### src/e1tx_map.svh
// Constant map for the E1 transmit framer: offsets, fields, resets, timing
`ifndef E1TX_MAP_SVH
`define E1TX_MAP_SVH

// Synchronised pin vector
`define E1TX_PIN_W 8
`define E1TX_PIN_LCLK 0
`define E1TX_PIN_SCLK 1
`define E1TX_PIN_SER 2
`define E1TX_PIN_SIG 3
`define E1TX_PIN_LINK 4
`define E1TX_PIN_SYNC 5
`define E1TX_PIN_SSYNC 6
`define E1TX_PIN_FMS 7

// APB byte addresses
`define E1TX_ADDR_W 12
`define E1TX_ADDR_CTRL 12'h000
`define E1TX_ADDR_CHBLK 12'h004
`define E1TX_ADDR_STAT 12'h008

// Control register fields and reset
`define E1TX_CTRL_ES_EN 0
`define E1TX_CTRL_NRZ 1
`define E1TX_CTRL_SYNC_OUT 2
`define E1TX_CTRL_SYNC_MF 3
`define E1TX_CTRL_LINK_EN 4
`define E1TX_CTRL_SIG_EN 5
`define E1TX_CTRL_SA_LSB 8
`define E1TX_CTRL_SA_MSB 12
`define E1TX_CTRL_MASK 32'h0000_1F3F
`define E1TX_CTRL_RST 32'h0000_0000
`define E1TX_CHBLK_RST 32'h0000_0000

// Frame overhead words and positions
`define E1TX_FAS_WORD 8'h9B
`define E1TX_NFAS_HEAD 3'h6
`define E1TX_MAS_WORD 8'h0B
`define E1TX_TS_CAS 5'h10
`define E1TX_SA_FIRST_BIT 3'h3

// Timing
`define E1TX_FRAME_US 125
`define E1TX_LINE_KHZ 2048
`define E1TX_TIMESLOTS 32
`define E1TX_STORE_BITS 512

`endif

### src/e1tx_pkg.sv
// Types shared by the E1 transmit framer modules
`default_nettype none
`include "e1tx_map.svh"
package e1tx_pkg;

   typedef struct packed {
      logic [3:0] frame;
      logic [4:0] ts;
      logic [2:0] bit_no;
   } e1tx_pos_t;

   typedef struct packed {
      logic [`E1TX_PIN_W-1:0] ff1;
      logic [`E1TX_PIN_W-1:0] ff2;
      logic [`E1TX_PIN_W-1:0] ff3;
   } e1tx_sync_st_t;

   typedef struct packed {
      logic [`E1TX_STORE_BITS-1:0][1:0] mem;
      logic [8:0] wptr;
   } e1tx_es_st_t;

   typedef struct packed {
      e1tx_pos_t pos;
      logic ser_s;
      logic sig_s;
      logic link_s;
      logic ami_pol;
      logic tx_pos;
      logic tx_neg;
      logic chclk;
      logic chblk;
      logic lclk;
      logic sync_out;
      logic sync_oe_n;
      logic [31:0] ctrl;
      logic [31:0] chblk_mask;
      logic pready;
      logic pslverr;
      logic [31:0] prdata;
   } e1tx_core_st_t;

endpackage
`default_nettype wire

### src/e1tx_pin_sync.sv
// Two-stage pin synchroniser with edge detection on the second stage
`timescale 1ns/1ps
`default_nettype none
`include "e1tx_map.svh"
module e1tx_pin_sync (
   input wire logic i_ref_clk,
   input wire logic i_rst,
   input wire logic [`E1TX_PIN_W-1:0] i_pins,
   output logic [`E1TX_PIN_W-1:0] o_level,
   output logic [`E1TX_PIN_W-1:0] o_rise,
   output logic [`E1TX_PIN_W-1:0] o_fall
);
   e1tx_pkg::e1tx_sync_st_t s;
   e1tx_pkg::e1tx_sync_st_t next_s;

   always_comb begin
      next_s = s;
      next_s.ff1 = i_pins;
      next_s.ff2 = s.ff1;
      next_s.ff3 = s.ff2;
   end

   always_ff @(posedge i_ref_clk) begin
      if (i_rst) begin
         s <= '0;
      end else begin
         s <= next_s;
      end
   end

   assign o_level = s.ff2;
   assign o_rise = s.ff2 & ~s.ff3;
   assign o_fall = ~s.ff2 & s.ff3;
endmodule
`default_nettype wire

### src/e1tx_elastic.sv
// Two-frame transmit elastic store, written from the system clock side
`timescale 1ns/1ps
`default_nettype none
`include "e1tx_map.svh"
module e1tx_elastic (
   input wire logic i_ref_clk,
   input wire logic i_rst,
   input wire logic i_enable,
   input wire logic i_wr_stb,
   input wire logic i_sync,
   input wire logic [1:0] i_wr_data,
   input wire logic [8:0] i_rd_addr,
   output logic [1:0] o_rd_data,
   output logic [8:0] o_wptr
);
   e1tx_pkg::e1tx_es_st_t s;
   e1tx_pkg::e1tx_es_st_t next_s;
   logic [8:0] wr_addr;

   always_comb begin
      next_s = s;
      wr_addr = i_sync ? 9'h000 : s.wptr;
      if (i_enable && i_wr_stb) begin
         next_s.mem[wr_addr] = i_wr_data;
         next_s.wptr = wr_addr + 9'h001;
      end else if (i_enable && i_sync) begin
         next_s.wptr = 9'h000;
      end
   end

   always_ff @(posedge i_ref_clk) begin
      if (i_rst) begin
         s <= '0;
      end else begin
         s <= next_s;
      end
   end

   assign o_rd_data = s.mem[i_rd_addr];
   assign o_wptr = s.wptr;

   AST_ES_SYNC: assert property (@(posedge i_ref_clk) disable iff (i_rst)
      i_enable && i_sync |=> s.wptr <= 9'h001)
      else $error("Store write pointer not realigned by system sync");
endmodule
`default_nettype wire

### src/e1tx_framer.sv
// E1 transmit formatter with channel strobes, link insertion and APB registers
// Behaviour
// - A 125 us frame holds 32 eight-bit timeslots, timeslot 0 first.
// - Bits 1 to 8 per timeslot, most significant bit sent first.
// - Channel n maps to timeslot n-1; channel 1 is timeslot 0.
// - The 2.048 MHz line clock paces the whole formatter.
// - Serial data sampled on line clock fall, or system clock fall with store.
// - Transmit store enabled and disabled on its own control bit.
// - Channel clock 256 kHz, high during each channel LSB, clock per store.
// - Channel clock only in legacy mode, feature-set select high.
// - Channel block set per channel over 32 channels, clock per store.
// - Link demand clock, 4 to 20 kHz, requests each link bit.
// - Link data sampled on line clock fall into chosen Sa4 to Sa8 bits.
// - Sync pin takes a boundary pulse or drives a frame or multiframe pulse.
// - Full-feature mode: signaling input sampled like data, inserted in stream.
// - Positive and negative outputs carry bipolar data, updated on line rise.
// - Output format bit set puts NRZ data on the positive output.
// - Formatter inserts all frame and multiframe overhead; multiframe word only in full-feature mode with signaling enabled.
//
// Added by the designer: the register addresses and the APB slave port.
`timescale 1ns/1ps
`default_nettype none
`include "e1tx_map.svh"
module e1tx_framer (
   input wire logic i_ref_clk,
   input wire logic i_rst,
   input wire logic i_psel,
   input wire logic i_penable,
   input wire logic i_pwrite,
   input wire logic [`E1TX_ADDR_W-1:0] i_paddr,
   input wire logic [31:0] i_pwdata,
   output logic o_pready,
   output logic [31:0] o_prdata,
   output logic o_pslverr,
   input wire logic i_tx_line_clock,
   input wire logic i_tx_system_clock,
   input wire logic i_tx_ser,
   input wire logic i_tx_sig,
   input wire logic i_tx_link_data,
   input wire logic i_tx_sync,
   input wire logic i_tx_sys_sync,
   input wire logic i_feature_set_select,
   output logic o_tx_pos,
   output logic o_tx_neg,
   output logic o_tx_channel_clock,
   output logic o_tx_channel_block,
   output logic o_tx_link_demand_clock,
   output logic o_tx_sync,
   output logic o_tx_sync_oe_n
);
   localparam logic [7:0] FAS = `E1TX_FAS_WORD;
   localparam logic [2:0] NFAS = `E1TX_NFAS_HEAD;
   localparam logic [7:0] MAS = `E1TX_MAS_WORD;

   e1tx_pkg::e1tx_core_st_t s;
   e1tx_pkg::e1tx_core_st_t next_s;
   e1tx_pkg::e1tx_pos_t np;
   logic [`E1TX_PIN_W-1:0] pins;
   logic [`E1TX_PIN_W-1:0] lvl;
   logic [`E1TX_PIN_W-1:0] rise;
   logic [`E1TX_PIN_W-1:0] fall;
   logic [1:0] es_rd;
   logic [8:0] es_wptr;
   logic es_en;
   logic feature_set_select;
   logic line_rise;
   logic line_fall;
   logic txb;
   logic [2:0] lsb_bit;
   logic [4:0] blk_ts;

   // Sa bit in use for link data
   function automatic logic sa_used(input e1tx_pkg::e1tx_pos_t p, input logic [31:0] c);
      logic [4:0] sel;
      sel = c[`E1TX_CTRL_SA_MSB:`E1TX_CTRL_SA_LSB];
      sa_used = 1'b0;
      if (p.ts == 5'h00 && p.frame[0] && p.bit_no >= `E1TX_SA_FIRST_BIT && c[`E1TX_CTRL_LINK_EN]) begin
         sa_used = sel[3'(p.bit_no - `E1TX_SA_FIRST_BIT)];
      end
   endfunction

   // Bit position that follows p
   function automatic e1tx_pkg::e1tx_pos_t pos_step(input e1tx_pkg::e1tx_pos_t p);
      pos_step = p;
      pos_step.bit_no = p.bit_no + 3'h1;
      if (p.bit_no == 3'h7) begin
         pos_step.ts = p.ts + 5'h01;
         if (p.ts == 5'h1F) begin
            pos_step.frame = p.frame + 4'h1;
         end
      end
   endfunction

   // Line bit for position p, overhead first
   function automatic logic fmt_bit(input e1tx_pkg::e1tx_pos_t p, input logic ser, input logic sig,
                                    input logic link, input logic [31:0] c, input logic full_mode);
      fmt_bit = ser;
      if (p.ts == 5'h00) begin
         if (!p.frame[0]) begin
            fmt_bit = FAS[3'h7 - p.bit_no];
         end else if (p.bit_no < `E1TX_SA_FIRST_BIT) begin
            fmt_bit = NFAS[2'(3'h2 - p.bit_no)];
         end else begin
            fmt_bit = sa_used(p, c) ? link : 1'b1;
         end
      end else if (p.ts == `E1TX_TS_CAS && c[`E1TX_CTRL_SIG_EN] && full_mode) begin
         fmt_bit = (p.frame == 4'h0) ? MAS[3'h7 - p.bit_no] : sig;
      end
   endfunction

   assign pins[`E1TX_PIN_LCLK] = i_tx_line_clock;
   assign pins[`E1TX_PIN_SCLK] = i_tx_system_clock;
   assign pins[`E1TX_PIN_SER] = i_tx_ser;
   assign pins[`E1TX_PIN_SIG] = i_tx_sig;
   assign pins[`E1TX_PIN_LINK] = i_tx_link_data;
   assign pins[`E1TX_PIN_SYNC] = i_tx_sync;
   assign pins[`E1TX_PIN_SSYNC] = i_tx_sys_sync;
   assign pins[`E1TX_PIN_FMS] = i_feature_set_select;

   e1tx_pin_sync u_pin_sync (
      .i_ref_clk(i_ref_clk),
      .i_rst(i_rst),
      .i_pins(pins),
      .o_level(lvl),
      .o_rise(rise),
      .o_fall(fall)
   );

   // System clock falls write the store only while it is enabled
   e1tx_elastic u_elastic (
      .i_ref_clk(i_ref_clk),
      .i_rst(i_rst),
      .i_enable(es_en),
      .i_wr_stb(fall[`E1TX_PIN_SCLK]),
      .i_sync(rise[`E1TX_PIN_SSYNC]),
      .i_wr_data({lvl[`E1TX_PIN_SIG], lvl[`E1TX_PIN_SER]}),
      .i_rd_addr({s.pos.frame[0], s.pos.ts, s.pos.bit_no}),
      .o_rd_data(es_rd),
      .o_wptr(es_wptr)
   );

   assign es_en = s.ctrl[`E1TX_CTRL_ES_EN];
   assign feature_set_select = lvl[`E1TX_PIN_FMS];
   assign line_rise = rise[`E1TX_PIN_LCLK];
   assign line_fall = fall[`E1TX_PIN_LCLK];

   always_comb begin
      next_s = s;
      np = pos_step(s.pos);
      txb = fmt_bit(s.pos, s.ser_s, s.sig_s, s.link_s, s.ctrl, !feature_set_select);
      lsb_bit = es_en ? es_wptr[2:0] : s.pos.bit_no;
      blk_ts = es_en ? es_wptr[7:3] : s.pos.ts;

      // Sampling half of the line bit
      if (line_fall) begin
         next_s.ser_s = es_en ? es_rd[0] : lvl[`E1TX_PIN_SER];
         next_s.sig_s = es_en ? es_rd[1] : lvl[`E1TX_PIN_SIG];
         next_s.link_s = lvl[`E1TX_PIN_LINK];
         if (!s.ctrl[`E1TX_CTRL_SYNC_OUT] && lvl[`E1TX_PIN_SYNC]) begin
            next_s.pos.bit_no = 3'h0;
            next_s.pos.ts = 5'h00;
            if (s.ctrl[`E1TX_CTRL_SYNC_MF]) begin
               next_s.pos.frame = 4'h0;
            end
         end
      end

      // Output half of the line bit
      if (line_rise) begin
         if (s.ctrl[`E1TX_CTRL_NRZ]) begin
            next_s.tx_pos = txb;
            next_s.tx_neg = 1'b0;
         end else if (txb) begin
            next_s.tx_pos = ~s.ami_pol;
            next_s.tx_neg = s.ami_pol;
            next_s.ami_pol = ~s.ami_pol;
         end else begin
            next_s.tx_pos = 1'b0;
            next_s.tx_neg = 1'b0;
         end
         next_s.pos = np;
         next_s.lclk = sa_used(np, s.ctrl);
         next_s.sync_out = s.ctrl[`E1TX_CTRL_SYNC_OUT] && np.ts == 5'h00 && np.bit_no == 3'h0
                           && (!s.ctrl[`E1TX_CTRL_SYNC_MF] || np.frame == 4'h0);
      end

      next_s.chclk = feature_set_select && lsb_bit == 3'h7;
      next_s.chblk = s.chblk_mask[blk_ts];
      next_s.sync_oe_n = ~s.ctrl[`E1TX_CTRL_SYNC_OUT];

      // APB: answer in the access phase after each setup
      next_s.pready = i_psel && !i_penable && !s.pready;
      if (i_psel && !i_penable) begin
         next_s.pslverr = 1'b0;
         next_s.prdata = 32'h0000_0000;
         case (i_paddr)
            `E1TX_ADDR_CTRL: begin
               next_s.prdata = s.ctrl;
            end
            `E1TX_ADDR_CHBLK: begin
               next_s.prdata = s.chblk_mask;
            end
            `E1TX_ADDR_STAT: begin
               next_s.prdata = {19'h0_0000, feature_set_select, s.pos.frame, s.pos.ts, s.pos.bit_no};
            end
            default: begin
               next_s.pslverr = 1'b1;
            end
         endcase
      end
      if (i_psel && i_penable && s.pready && i_pwrite && !s.pslverr) begin
         case (i_paddr)
            `E1TX_ADDR_CTRL: begin
               next_s.ctrl = i_pwdata & `E1TX_CTRL_MASK;
            end
            `E1TX_ADDR_CHBLK: begin
               next_s.chblk_mask = i_pwdata;
            end
            default: begin
               next_s.ctrl = s.ctrl;
            end
         endcase
      end
   end

   always_ff @(posedge i_ref_clk) begin
      if (i_rst) begin
         s <= '0;
         s.ctrl <= `E1TX_CTRL_RST;
         s.chblk_mask <= `E1TX_CHBLK_RST;
         s.sync_oe_n <= 1'b1;
      end else begin
         s <= next_s;
      end
   end

   assign o_pready = s.pready;
   assign o_prdata = s.prdata;
   assign o_pslverr = s.pslverr;
   assign o_tx_pos = s.tx_pos;
   assign o_tx_neg = s.tx_neg;
   assign o_tx_channel_clock = s.chclk;
   assign o_tx_channel_block = s.chblk;
   assign o_tx_link_demand_clock = s.lclk;
   assign o_tx_sync = s.sync_out;
   assign o_tx_sync_oe_n = s.sync_oe_n;

   AST_NRZ_NEG_LOW: assert property (@(posedge i_ref_clk) disable iff (i_rst)
      line_rise && s.ctrl[`E1TX_CTRL_NRZ] |=> !o_tx_neg)
      else $error("Negative output active in NRZ format");

   AST_BIPOLAR_EXCL: assert property (@(posedge i_ref_clk) disable iff (i_rst)
      !(o_tx_pos && o_tx_neg))
      else $error("Both line outputs high together");

   AST_OUT_ON_RISE: assert property (@(posedge i_ref_clk) disable iff (i_rst)
      !line_rise |=> $stable(o_tx_pos) && $stable(o_tx_neg))
      else $error("Line outputs changed without a line clock rise");

   AST_FAS_ZERO: assert property (@(posedge i_ref_clk) disable iff (i_rst)
      line_rise && s.pos.ts == 5'h00 && !s.pos.frame[0] && s.pos.bit_no == 3'h1 |=> !o_tx_pos && !o_tx_neg)
      else $error("Second alignment bit not sent as zero");

   AST_BIT_ORDER: assert property (@(posedge i_ref_clk) disable iff (i_rst)
      line_rise && !line_fall && s.pos.bit_no == 3'h7 |=> s.pos.bit_no == 3'h0
      && s.pos.ts == 5'($past(s.pos.ts) + 5'h01))
      else $error("Timeslot did not advance after its last bit");

   AST_CHCLK_LEGACY: assert property (@(posedge i_ref_clk) disable iff (i_rst)
      !feature_set_select |=> !o_tx_channel_clock)
      else $error("Channel clock active in full-feature mode");

   AST_CHCLK_LSB: assert property (@(posedge i_ref_clk) disable iff (i_rst)
      !$past(es_en) && $rose(o_tx_channel_clock) |-> $past(s.pos.bit_no) == 3'h7)
      else $error("Channel clock not aligned to channel LSB");

   AST_CHBLK_MAP: assert property (@(posedge i_ref_clk) disable iff (i_rst)
      !es_en && $stable(s.pos.ts) |=> o_tx_channel_block == $past(s.chblk_mask[s.pos.ts]))
      else $error("Channel block does not follow its channel bit");

   AST_SYNC_OUT_POS: assert property (@(posedge i_ref_clk) disable iff (i_rst)
      $rose(o_tx_sync) |-> s.pos.ts == 5'h00 && s.pos.bit_no == 3'h0)
      else $error("Sync output pulse away from the frame boundary");

   AST_APB_ANSWER: assert property (@(posedge i_ref_clk) disable iff (i_rst)
      i_psel && !i_penable && !o_pready |=> o_pready ##1 !o_pready)
      else $error("APB ready not a single cycle after setup");

   AST_APB_ERR_DATA: assert property (@(posedge i_ref_clk) disable iff (i_rst)
      o_pready && o_pslverr |-> o_prdata == 32'h0000_0000)
      else $error("Unmapped read returned nonzero data");

   AST_SER_SAMPLE: assert property (@(posedge i_ref_clk) disable iff (i_rst)
      line_fall && !es_en |=> s.ser_s == $past(lvl[`E1TX_PIN_SER]))
      else $error("Serial data not taken at the line clock fall");

   AST_SER_STORE: assert property (@(posedge i_ref_clk) disable iff (i_rst)
      line_fall && es_en |=> s.ser_s == $past(es_rd[0]))
      else $error("Serial data not taken from the store");

   AST_SIG_SAMPLE: assert property (@(posedge i_ref_clk) disable iff (i_rst)
      line_fall && !es_en |=> s.sig_s == $past(lvl[`E1TX_PIN_SIG]))
      else $error("Signaling not taken at the line clock fall");

   AST_SIG_STORE: assert property (@(posedge i_ref_clk) disable iff (i_rst)
      line_fall && es_en |=> s.sig_s == $past(es_rd[1]))
      else $error("Signaling not taken from the store");

   AST_LINK_SAMPLE: assert property (@(posedge i_ref_clk) disable iff (i_rst)
      line_fall |=> s.link_s == $past(lvl[`E1TX_PIN_LINK]))
      else $error("Link data not taken at the line clock fall");

   AST_LINK_INSERT: assert property (@(posedge i_ref_clk) disable iff (i_rst)
      line_rise && s.ctrl[`E1TX_CTRL_NRZ] && sa_used(s.pos, s.ctrl) |=> o_tx_pos == $past(s.link_s))
      else $error("Selected spare bit does not carry link data");

   AST_DEMAND_SA: assert property (@(posedge i_ref_clk) disable iff (i_rst)
      $rose(o_tx_link_demand_clock) |-> s.pos.ts == 5'h00 && s.pos.frame[0]
      && s.pos.bit_no >= `E1TX_SA_FIRST_BIT)
      else $error("Demand clock away from a spare bit");

   AST_NFAS_FIXED: assert property (@(posedge i_ref_clk) disable iff (i_rst)
      line_rise && s.pos.ts == 5'h00 && s.pos.frame[0] && s.pos.bit_no == 3'h2 |=> !o_tx_pos && !o_tx_neg)
      else $error("Alarm bit of odd frame not sent as zero");

   AST_NFAS_MARK: assert property (@(posedge i_ref_clk) disable iff (i_rst)
      line_rise && s.ctrl[`E1TX_CTRL_NRZ] && s.pos.ts == 5'h00 && s.pos.frame[0] && s.pos.bit_no == 3'h1
      |=> o_tx_pos)
      else $error("Second bit of odd frame not sent as one");

   AST_FAS_FIRST: assert property (@(posedge i_ref_clk) disable iff (i_rst)
      line_rise && s.ctrl[`E1TX_CTRL_NRZ] && s.pos.ts == 5'h00 && !s.pos.frame[0] && s.pos.bit_no == 3'h0
      |=> o_tx_pos)
      else $error("First alignment bit not one on NRZ output");

   AST_MARK_ALT: assert property (@(posedge i_ref_clk) disable iff (i_rst)
      line_rise && !s.ctrl[`E1TX_CTRL_NRZ] && s.ami_pol |=> !o_tx_pos)
      else $error("Two marks in a row on the positive output");

   AST_CHCLK_STORE: assert property (@(posedge i_ref_clk) disable iff (i_rst)
      es_en && feature_set_select |=> o_tx_channel_clock == ($past(es_wptr[2:0]) == 3'h7))
      else $error("Channel clock not on the system side LSB");

   AST_CHBLK_STORE: assert property (@(posedge i_ref_clk) disable iff (i_rst)
      es_en |=> o_tx_channel_block == $past(s.chblk_mask[es_wptr[7:3]]))
      else $error("Channel block not following the system side channel");

   AST_SYNC_OE: assert property (@(posedge i_ref_clk) disable iff (i_rst)
      s.ctrl[`E1TX_CTRL_SYNC_OUT] |=> !o_tx_sync_oe_n)
      else $error("Sync pin not driven in output mode");
endmodule
`default_nettype wire

### config.mk
export PLATFORM = sky130hd
export DESIGN_NAME = e1tx_framer
export DESIGN_NICKNAME = d
export VERILOG_FILES = /design/src/e1tx_pkg.sv /design/src/e1tx_pin_sync.sv /design/src/e1tx_elastic.sv /design/src/e1tx_framer.sv
export VERILOG_INCLUDE_DIRS = /design/src
export SDC_FILE = /design/constraint.sdc
export NUM_CORES = 2
export LEC_CHECK = 0
export BUFFER_PORTS_ARGS = -buffer_cell sky130_fd_sc_hd__buf_2
export CAP_MARGIN = 20
export CELL_PAD_IN_SITES_DETAIL_PLACEMENT = 2
export CELL_PAD_IN_SITES_GLOBAL_PLACEMENT = 2
export CORE_MARGIN = 5
export CORE_UTILIZATION = 35
export CTS_BUF_LIST = sky130_fd_sc_hd__clkbuf_8
export CTS_CLUSTER_SIZE = 20
export DETAILED_ROUTE_END_ITERATION = 8
export PLACE_DENSITY_LB_ADDON = 0.1
export REMOVE_ABC_BUFFERS = 1
export SYNTH_ARGS = -nofsm -noshare
export SYNTH_HDL_FRONTEND = slang
export SYNTH_SLANG_ARGS = --single-unit
### constraint.sdc
create_clock -name i_ref_clk -period 9.5 [get_ports i_ref_clk]
set_clock_uncertainty 0.1 [all_clocks]
set_input_delay 1.9 -clock i_ref_clk [delete_from_list [all_inputs] [get_ports i_ref_clk]]
set_output_delay 1.9 -clock i_ref_clk [all_outputs]
set_load 0.02 [all_outputs]
Word level (Yosys, flattened, before mapping)
Memory sizes are Yosys's and may differ from the RTL's.
Index checks and enable logic that the tools add are counted.
Widths: inputs -> output; s select.
{ "word_totals": {"ff_bits": 1156, "mem_bits_ro": 16, "input_bits": 57, "out_inout_bits": 41, "wordCells": 657, "n_memories": 2} }
{ "memory_table": {"columns": ["memory", "depth", "word_bits", "rd", "rd_clocked_by_memory_dff", "wr", "line", "rtl"], "rows": [
  ["(name not given)", 8, 1, 1, 0, 0, "e1tx_framer.sv:107", "fmt_bit = (p.frame == 4'h0) ? MAS[3'h7 - p.bit_no] : sig;"],
  ["(name not given)", 8, 1, 1, 0, 0, "e1tx_framer.sv:100", "fmt_bit = FAS[3'h7 - p.bit_no];"]
]} }
{ "op_classes": {"add_sub_neg": 8, "order_cmp": 11, "eq_ne": 6, "mux": 43, "bitwise_logic": 7, "n_reduce_logical": 45} }
{ "ops": {"columns": ["op", "count"], "rows": [
  ["$bwmux 1024", 1],
  ["$pmux 32 s3", 1],
  ["$mux 9", 4],
  ["$mux 12", 2],
  ["$logic_and 1x1->1", 22],
  ["$lt 9x10->1 const B", 2],
  ["$mux 1", 20],
  ["$bmux 2 s9", 1],
  ["$demux 2 s9", 1],
  ["$mux 15", 1],
  ["$eq 12x3->1 const B", 1],
  ["$eq 12x4->1 const B", 1],
  ["$logic_not 12->1", 1],
  ["$lt 3x4->1 const B", 3],
  ["$eq 5x5->1 const B", 2],
  ["$logic_not 5->1", 2],
  ["$add 9x1->9 const B", 1],
  ["$ge 9x1->1 const B", 1],
  ["$logic_not 4->1", 2],
  ["$mux 2", 4],
  ["$mux 4", 2],
  ["$reduce_bool 2->1", 4],
  ["$and 7x7->7", 1],
  ["$not 7->7", 1],
  ["other kinds (25)", 39]
]} }

Depth between registers and ports, before layout
{ "logic_depth": {"word_depth": 14, "mapped_depth": 16, "ltp_nobuf": 10} }

Modules after synthesis
Synthesis repeated with hierarchy kept, for this count alone.
{ "hier_totals": {"hier_cells": 6743, "hier_area_um2": 54441.0} }
{ "by_module_without_submodules": {"columns": ["module", "instances", "cells_per_inst", "area_each_um2", "seq_area_each_um2"], "rows": [
  ["e1tx_elastic", 1, 6129, 48559.1, 20679.8],
  ["e1tx_framer", 1, 540, 5028.6, 2001.9],
  ["e1tx_pin_sync", 1, 74, 853.3, 480.5]
]} }

Worst setup path after synthesis
OpenSTA, ideal clock, no wires.
{ "synth_timing": {"path_kind": "input to register", "start": "in i_paddr[1]", "end": "reg s (netlist bit o_prdata[21])", "setup_ps": 65, "t_arrival_ps": 3504, "required_ps": 9335, "setup_slack_ps": 5831, "path_stages": 6, "path_buffers": 1, "path_cell_list": "nor4_1 -> nand3_1 -> nor3b_1 -> clkbuf_1 -> a22oi_1 -> nor2_1"} }
{ "synth_via": {"elab_chain_len": 2, "word_cells_on_any_way": 4, "cone_classes": "eq/ne: 2; mux: 1; reduce/logical: 1"} }
{ "synth_lines": {"columns": ["item", "line", "rtl"], "rows": [
  ["start, declared", "e1tx_framer.sv:30", "input wire logic [`E1TX_ADDR_W-1:0] i_paddr,"],
  ["$eq 12x4->1 (tied with other cells)", "e1tx_framer.sv:196", "case (i_paddr)"],
  ["$pmux 32 s3 (*)", "e1tx_framer.sv:196", null],
  ["end signal, assigned", "e1tx_framer.sv:233", "s <= next_s;"],
  ["end, declared", "e1tx_framer.sv:55", "e1tx_pkg::e1tx_core_st_t s;"]
]} }
Every way passes the cells marked *; elsewhere a longest branch is shown, timed or not.
A chain may end at the register's enable or synchronous reset.

Worst setup path in the final report
{ "layout_timing": {"start": "reg s[109] in the netlist's numbering", "end": "reg s[108] in the netlist's numbering"} }
{ "layout_via": {"elab_chain_len": 3} }
{ "layout_lines": {"columns": ["item", "line", "rtl"], "rows": [
  ["$bmux 2 s9", "e1tx_elastic.sv:39", "assign o_rd_data = s.mem[i_rd_addr];"],
  ["$mux 2 (implied by the code)", "e1tx_elastic.sv:39", null],
  ["$mux 1", "e1tx_framer.sv:156", "next_s.ser_s = es_en ? es_rd[0] : lvl[`E1TX_PIN_SER];"]
]} }
No other way between the ends. The select of a mux whose other input is x is not followed.

==> key figures <==
Status
  – Status: finished, final reports clean

Floorplanning
  – Top-level I/O count: 98
  – Chip width: 402 microns
  – Site row count: 143
  – Initial Utilization: 35.3%
  – Core Region: 152000 sq um
  – DIE HEIGHT: 402 microns
  – Area of the die: 161000 sq um

Finish
  – Util after Layout: 38.7%
  – Share of cells above drive strength 1: 11.6%
  – Most frequent cells in the layout: 1146 x dfxtp_1, 1131 x nand2_1, 960 x a21oi_1, 754 x o21ai_0, 689 x nor2_1
  – Leading cell type in the layout, fill and taps excluded: dfxtp_1
  – Nets: 6311
  – Finished Layout Cells: 8421
  – Area Overhead vs Synth: 9.75%
  – Fill count: 17100

Placement
  – Inst Count DP: 8049
  – Place WS: 4810 ps
  – Final Wtd Congestion: 0.774
  – Port bufs: 97
  – HPWL Detailed: 128000 microns

Global route
  – GR peak layer: met2
  – Vias in the first global route: 51100
  – Grt total ovfl: 0
  – Met2 Use GR: 43.8%
  – Met3 Usage GRT: 3.37%
  – First-pass GRT wire length: 325000 microns
  – Antenna violations before repair: 9
  – All-Layer GR Usage: 25.6%
  – Largest net degree at the start of global routing: 195
  – Met1 Use GR: 34.5%

Synth
  – Synthesis Warnings: 0
  – Post-synth top flop: dfxtp_1
  – Post-synthesis sequential area ratio: 43.0%
  – Netlist cell types: 71
  – Synth Instances: 6502
  – Post-synth top area share: 43.0%
  – Synth async-reset ratio: 0%
  – Post-synth EDFFs: 0
  – Main area contributors after synthesis: dfxtp_1 43%, a21oi_1 9.0%, mux4_2 8.4%, nand2_1 8.0%, o21ai_0 7.0%
  – Area leader, netlist: dfxtp_1
  – Syn avg cell area: 8.25 sq um
  – Area of the mapped netlist: 53600 sq um
  – Post-synthesis register bit count: 1152

Clock network
  – Cts hold-fix bufs: 0
  – H-tree Lvls: 4
  – Post-CTS resize count: 0
  – CTS Root Cell: clkbuf_8
  – TritonCTS clock tree: built
  – Worst skew pair latency: 930 ps
  – CTS sink cnt: 1152
  – Post-CTS Repair Setup Buffers: 0
  – CTS buffer count: 210
  – Deepest clock path buffer count: 3
  – Clock transition at path regs: 60 ps

Setup path
  – Critical Path RT: 10150 ps
  – Flop-to-flop setup slack: 4750 ps
  – Crit-path max FO: 86
  – Slowest stage cell, crit path: a2111oi_1
  – CP top delay family: compound AO/OA/AOI/OAI gates
  – Crit end category: flip-flop
  – Crit start category: flip-flop
  – CP max stage delay: 1010 ps
  – Worst-path cell chain: buf_12 > buf_4 > mux4_2 > nor2_1 > a211oi_1 > a2111oi_1 > nor3b_1 > a41oi_1 > o32a_1 > o22ai_1
  – Critical path buffers and inverters: 2
  – Arr. time, crit path: 5400 ps
  – CP Class: reg -> reg

STA
  – Max-slew headroom: 24.5%
  – Final period utilization: 50.0%
  – Worst slew pin tran: 1130 ps
  – Fmax: 210 MHz
  – Setup Viol. Count Final: 0
  – Fin. Hold Viols: 0
  – Setup TNS: 0 ps
  – Post-layout minimum cycle time: 4750 ps
  – Final Worst Setup Slack: 4750 ps
  – Max-slew violations: 0
  – Unrepaired setup endpoints after global routing: false

Pwr
  – PwrDens: 165 nW/um^2
  – Pleak: 18.5 nW
  – VDD IR max: 0.106 mV

Detailed routing
  – Vias per cell: 5.73
  – Pre-Repair DR Iteration Count: 7
  – First DRT Iteration DRCs: 2988
  – Wirelength, routed: 214000 microns
  – Vias: 48300
  – ANT nets after route: 0
  – Routed len/inst: 25.4 microns
  – # DRC: 0

Flow run
  – Max Cap Violations: 0

Min path
  – Min-Delay Path Class: reg -> reg
[cell type report]
| cell class | instances | area [sq um] | share of cell area, % |
|---|---|---|---|
| diodes | 5 | 12.5 | 0.0212 |
| clock buffers | 254 | 3500 | 5.94 |
| clock inverters | 108 | 505 | 0.858 |
| inverters | 20 | 75.1 | 0.127 |
| multi-input cells | 4632 | 27500 | 46.8 |
| flip-flops and latches | 1152 | 23100 | 39.2 |
| well taps | 2030 | 2540 | 4.31 |
| repair buffers | 220 | 1630 | 2.77 |
[per-layer routing]
| layer | wire length [microns] | vias to the layer above |
|---|---|---|
| li1 | - | 22100 |
| met1 | 98300 | 25100 |
| met2 | 103000 | 837 |
| met3 | 7930 | 283 |
| met4 | 4700 | 2 |
| met5 | 13 | - |
[state kept, by name (all words and copies together), names as in the netlist]
| register | cells |
|---|---|
| o_tx_channel_block | 1 |
| o_tx_channel_clock | 1 |
| o_prdata | 32 |
| o_tx_pos | 1 |
| o_tx_sync_oe_n | 1 |
| u_elastic.o_wptr | 9 |
| o_pslverr | 1 |
| o_tx_link_demand_clock | 1 |
| o_tx_sync | 1 |
| o_pready | 1 |
| u_pin_sync.o_level | 8 |
| u_elastic.s | 1024 |
| o_tx_neg | 1 |
| es_en | 1 |
| s | 58 |
| u_pin_sync.s | 3 |
| u_pin_sync.next_s | 8 |
[per-stage QoR]
step | area [sq um] | hold WS, ps | power, mW
final | 58900 | 344 | 9.69
after global routing | 58900 | 363 | 10.0
after CTS | 58800 | 349 | 9.84
after detailed placement | 54800 | 335 | 5.18
after global placement | 54700 | 317 | 5.18
after floorplan | 50500 | 302 | 5.03
[report_power, final]
part	switching (mW)	internal, mW	leakage, nW	total [mW]
clock	2.23	2.40	2.39	4.62
combinational	0.179	0.0419	6.85	0.221
sequential	0.0113	4.84	9.28	4.85
[synthesized netlist by cell type, types with 5 or more instances]
cell       instances
inv_1             16
nand4_1           10
a22oi_1           70
nand2_1         1147
a22o_1             5
a21oi_1          960
nand3b_1           5
buf_6             29
a211oi_1          13
nor2_1           695
ha_1              18
a221o_1            8
and2_0            10
mux2_2             5
a31oi_1           11
nor2b_1           31
buf_2             37
a2111oi_0          6
o21ai_0          754
dfxtp_1         1152
buf_4             38
nand2b_1          11
nor4_1             8
mux4_1            19
mux2i_1          316
a311oi_1           6
o22ai_1           12
and2_1            10
mux4_2           201
and3_1            12
nand3_1          174
a221oi_1          23
o31ai_1            5
clkbuf_1         558
buf_1             24
nor3_1            28
buf_8              7
[logic make-up (layout without fill, tap and decap cells)]
group | Yosys count | in the layout | share of synthesized area, %
simple gates | 2156 | 2156 | 16.1
compound gates | 1911 | 1911 | 18.9
flops | 1152 | 1152 | 43.0
buf+inv | 718 | 602 | 6.05
mux | 542 | 542 | 15.4
fa+ha+maj | 18 | 18 | 0.420
xor+xnor | 5 | 5 | 0.0816
other cells | 0 | 5 | 0
[worst paths after layout]
path                                       startpoint               endpoint  depth (start not counted)
worst min-delay path            u_pin_sync.next_s[11]  u_pin_sync.o_level[3]                          1
worst max register to register                 s[109]                 s[108]                         10
worst max-delay path                           s[109]                 s[108]                         10
worst min register to register  u_pin_sync.next_s[11]  u_pin_sync.o_level[3]                          1
No activity file was read; power rests on OpenSTA's default activity.
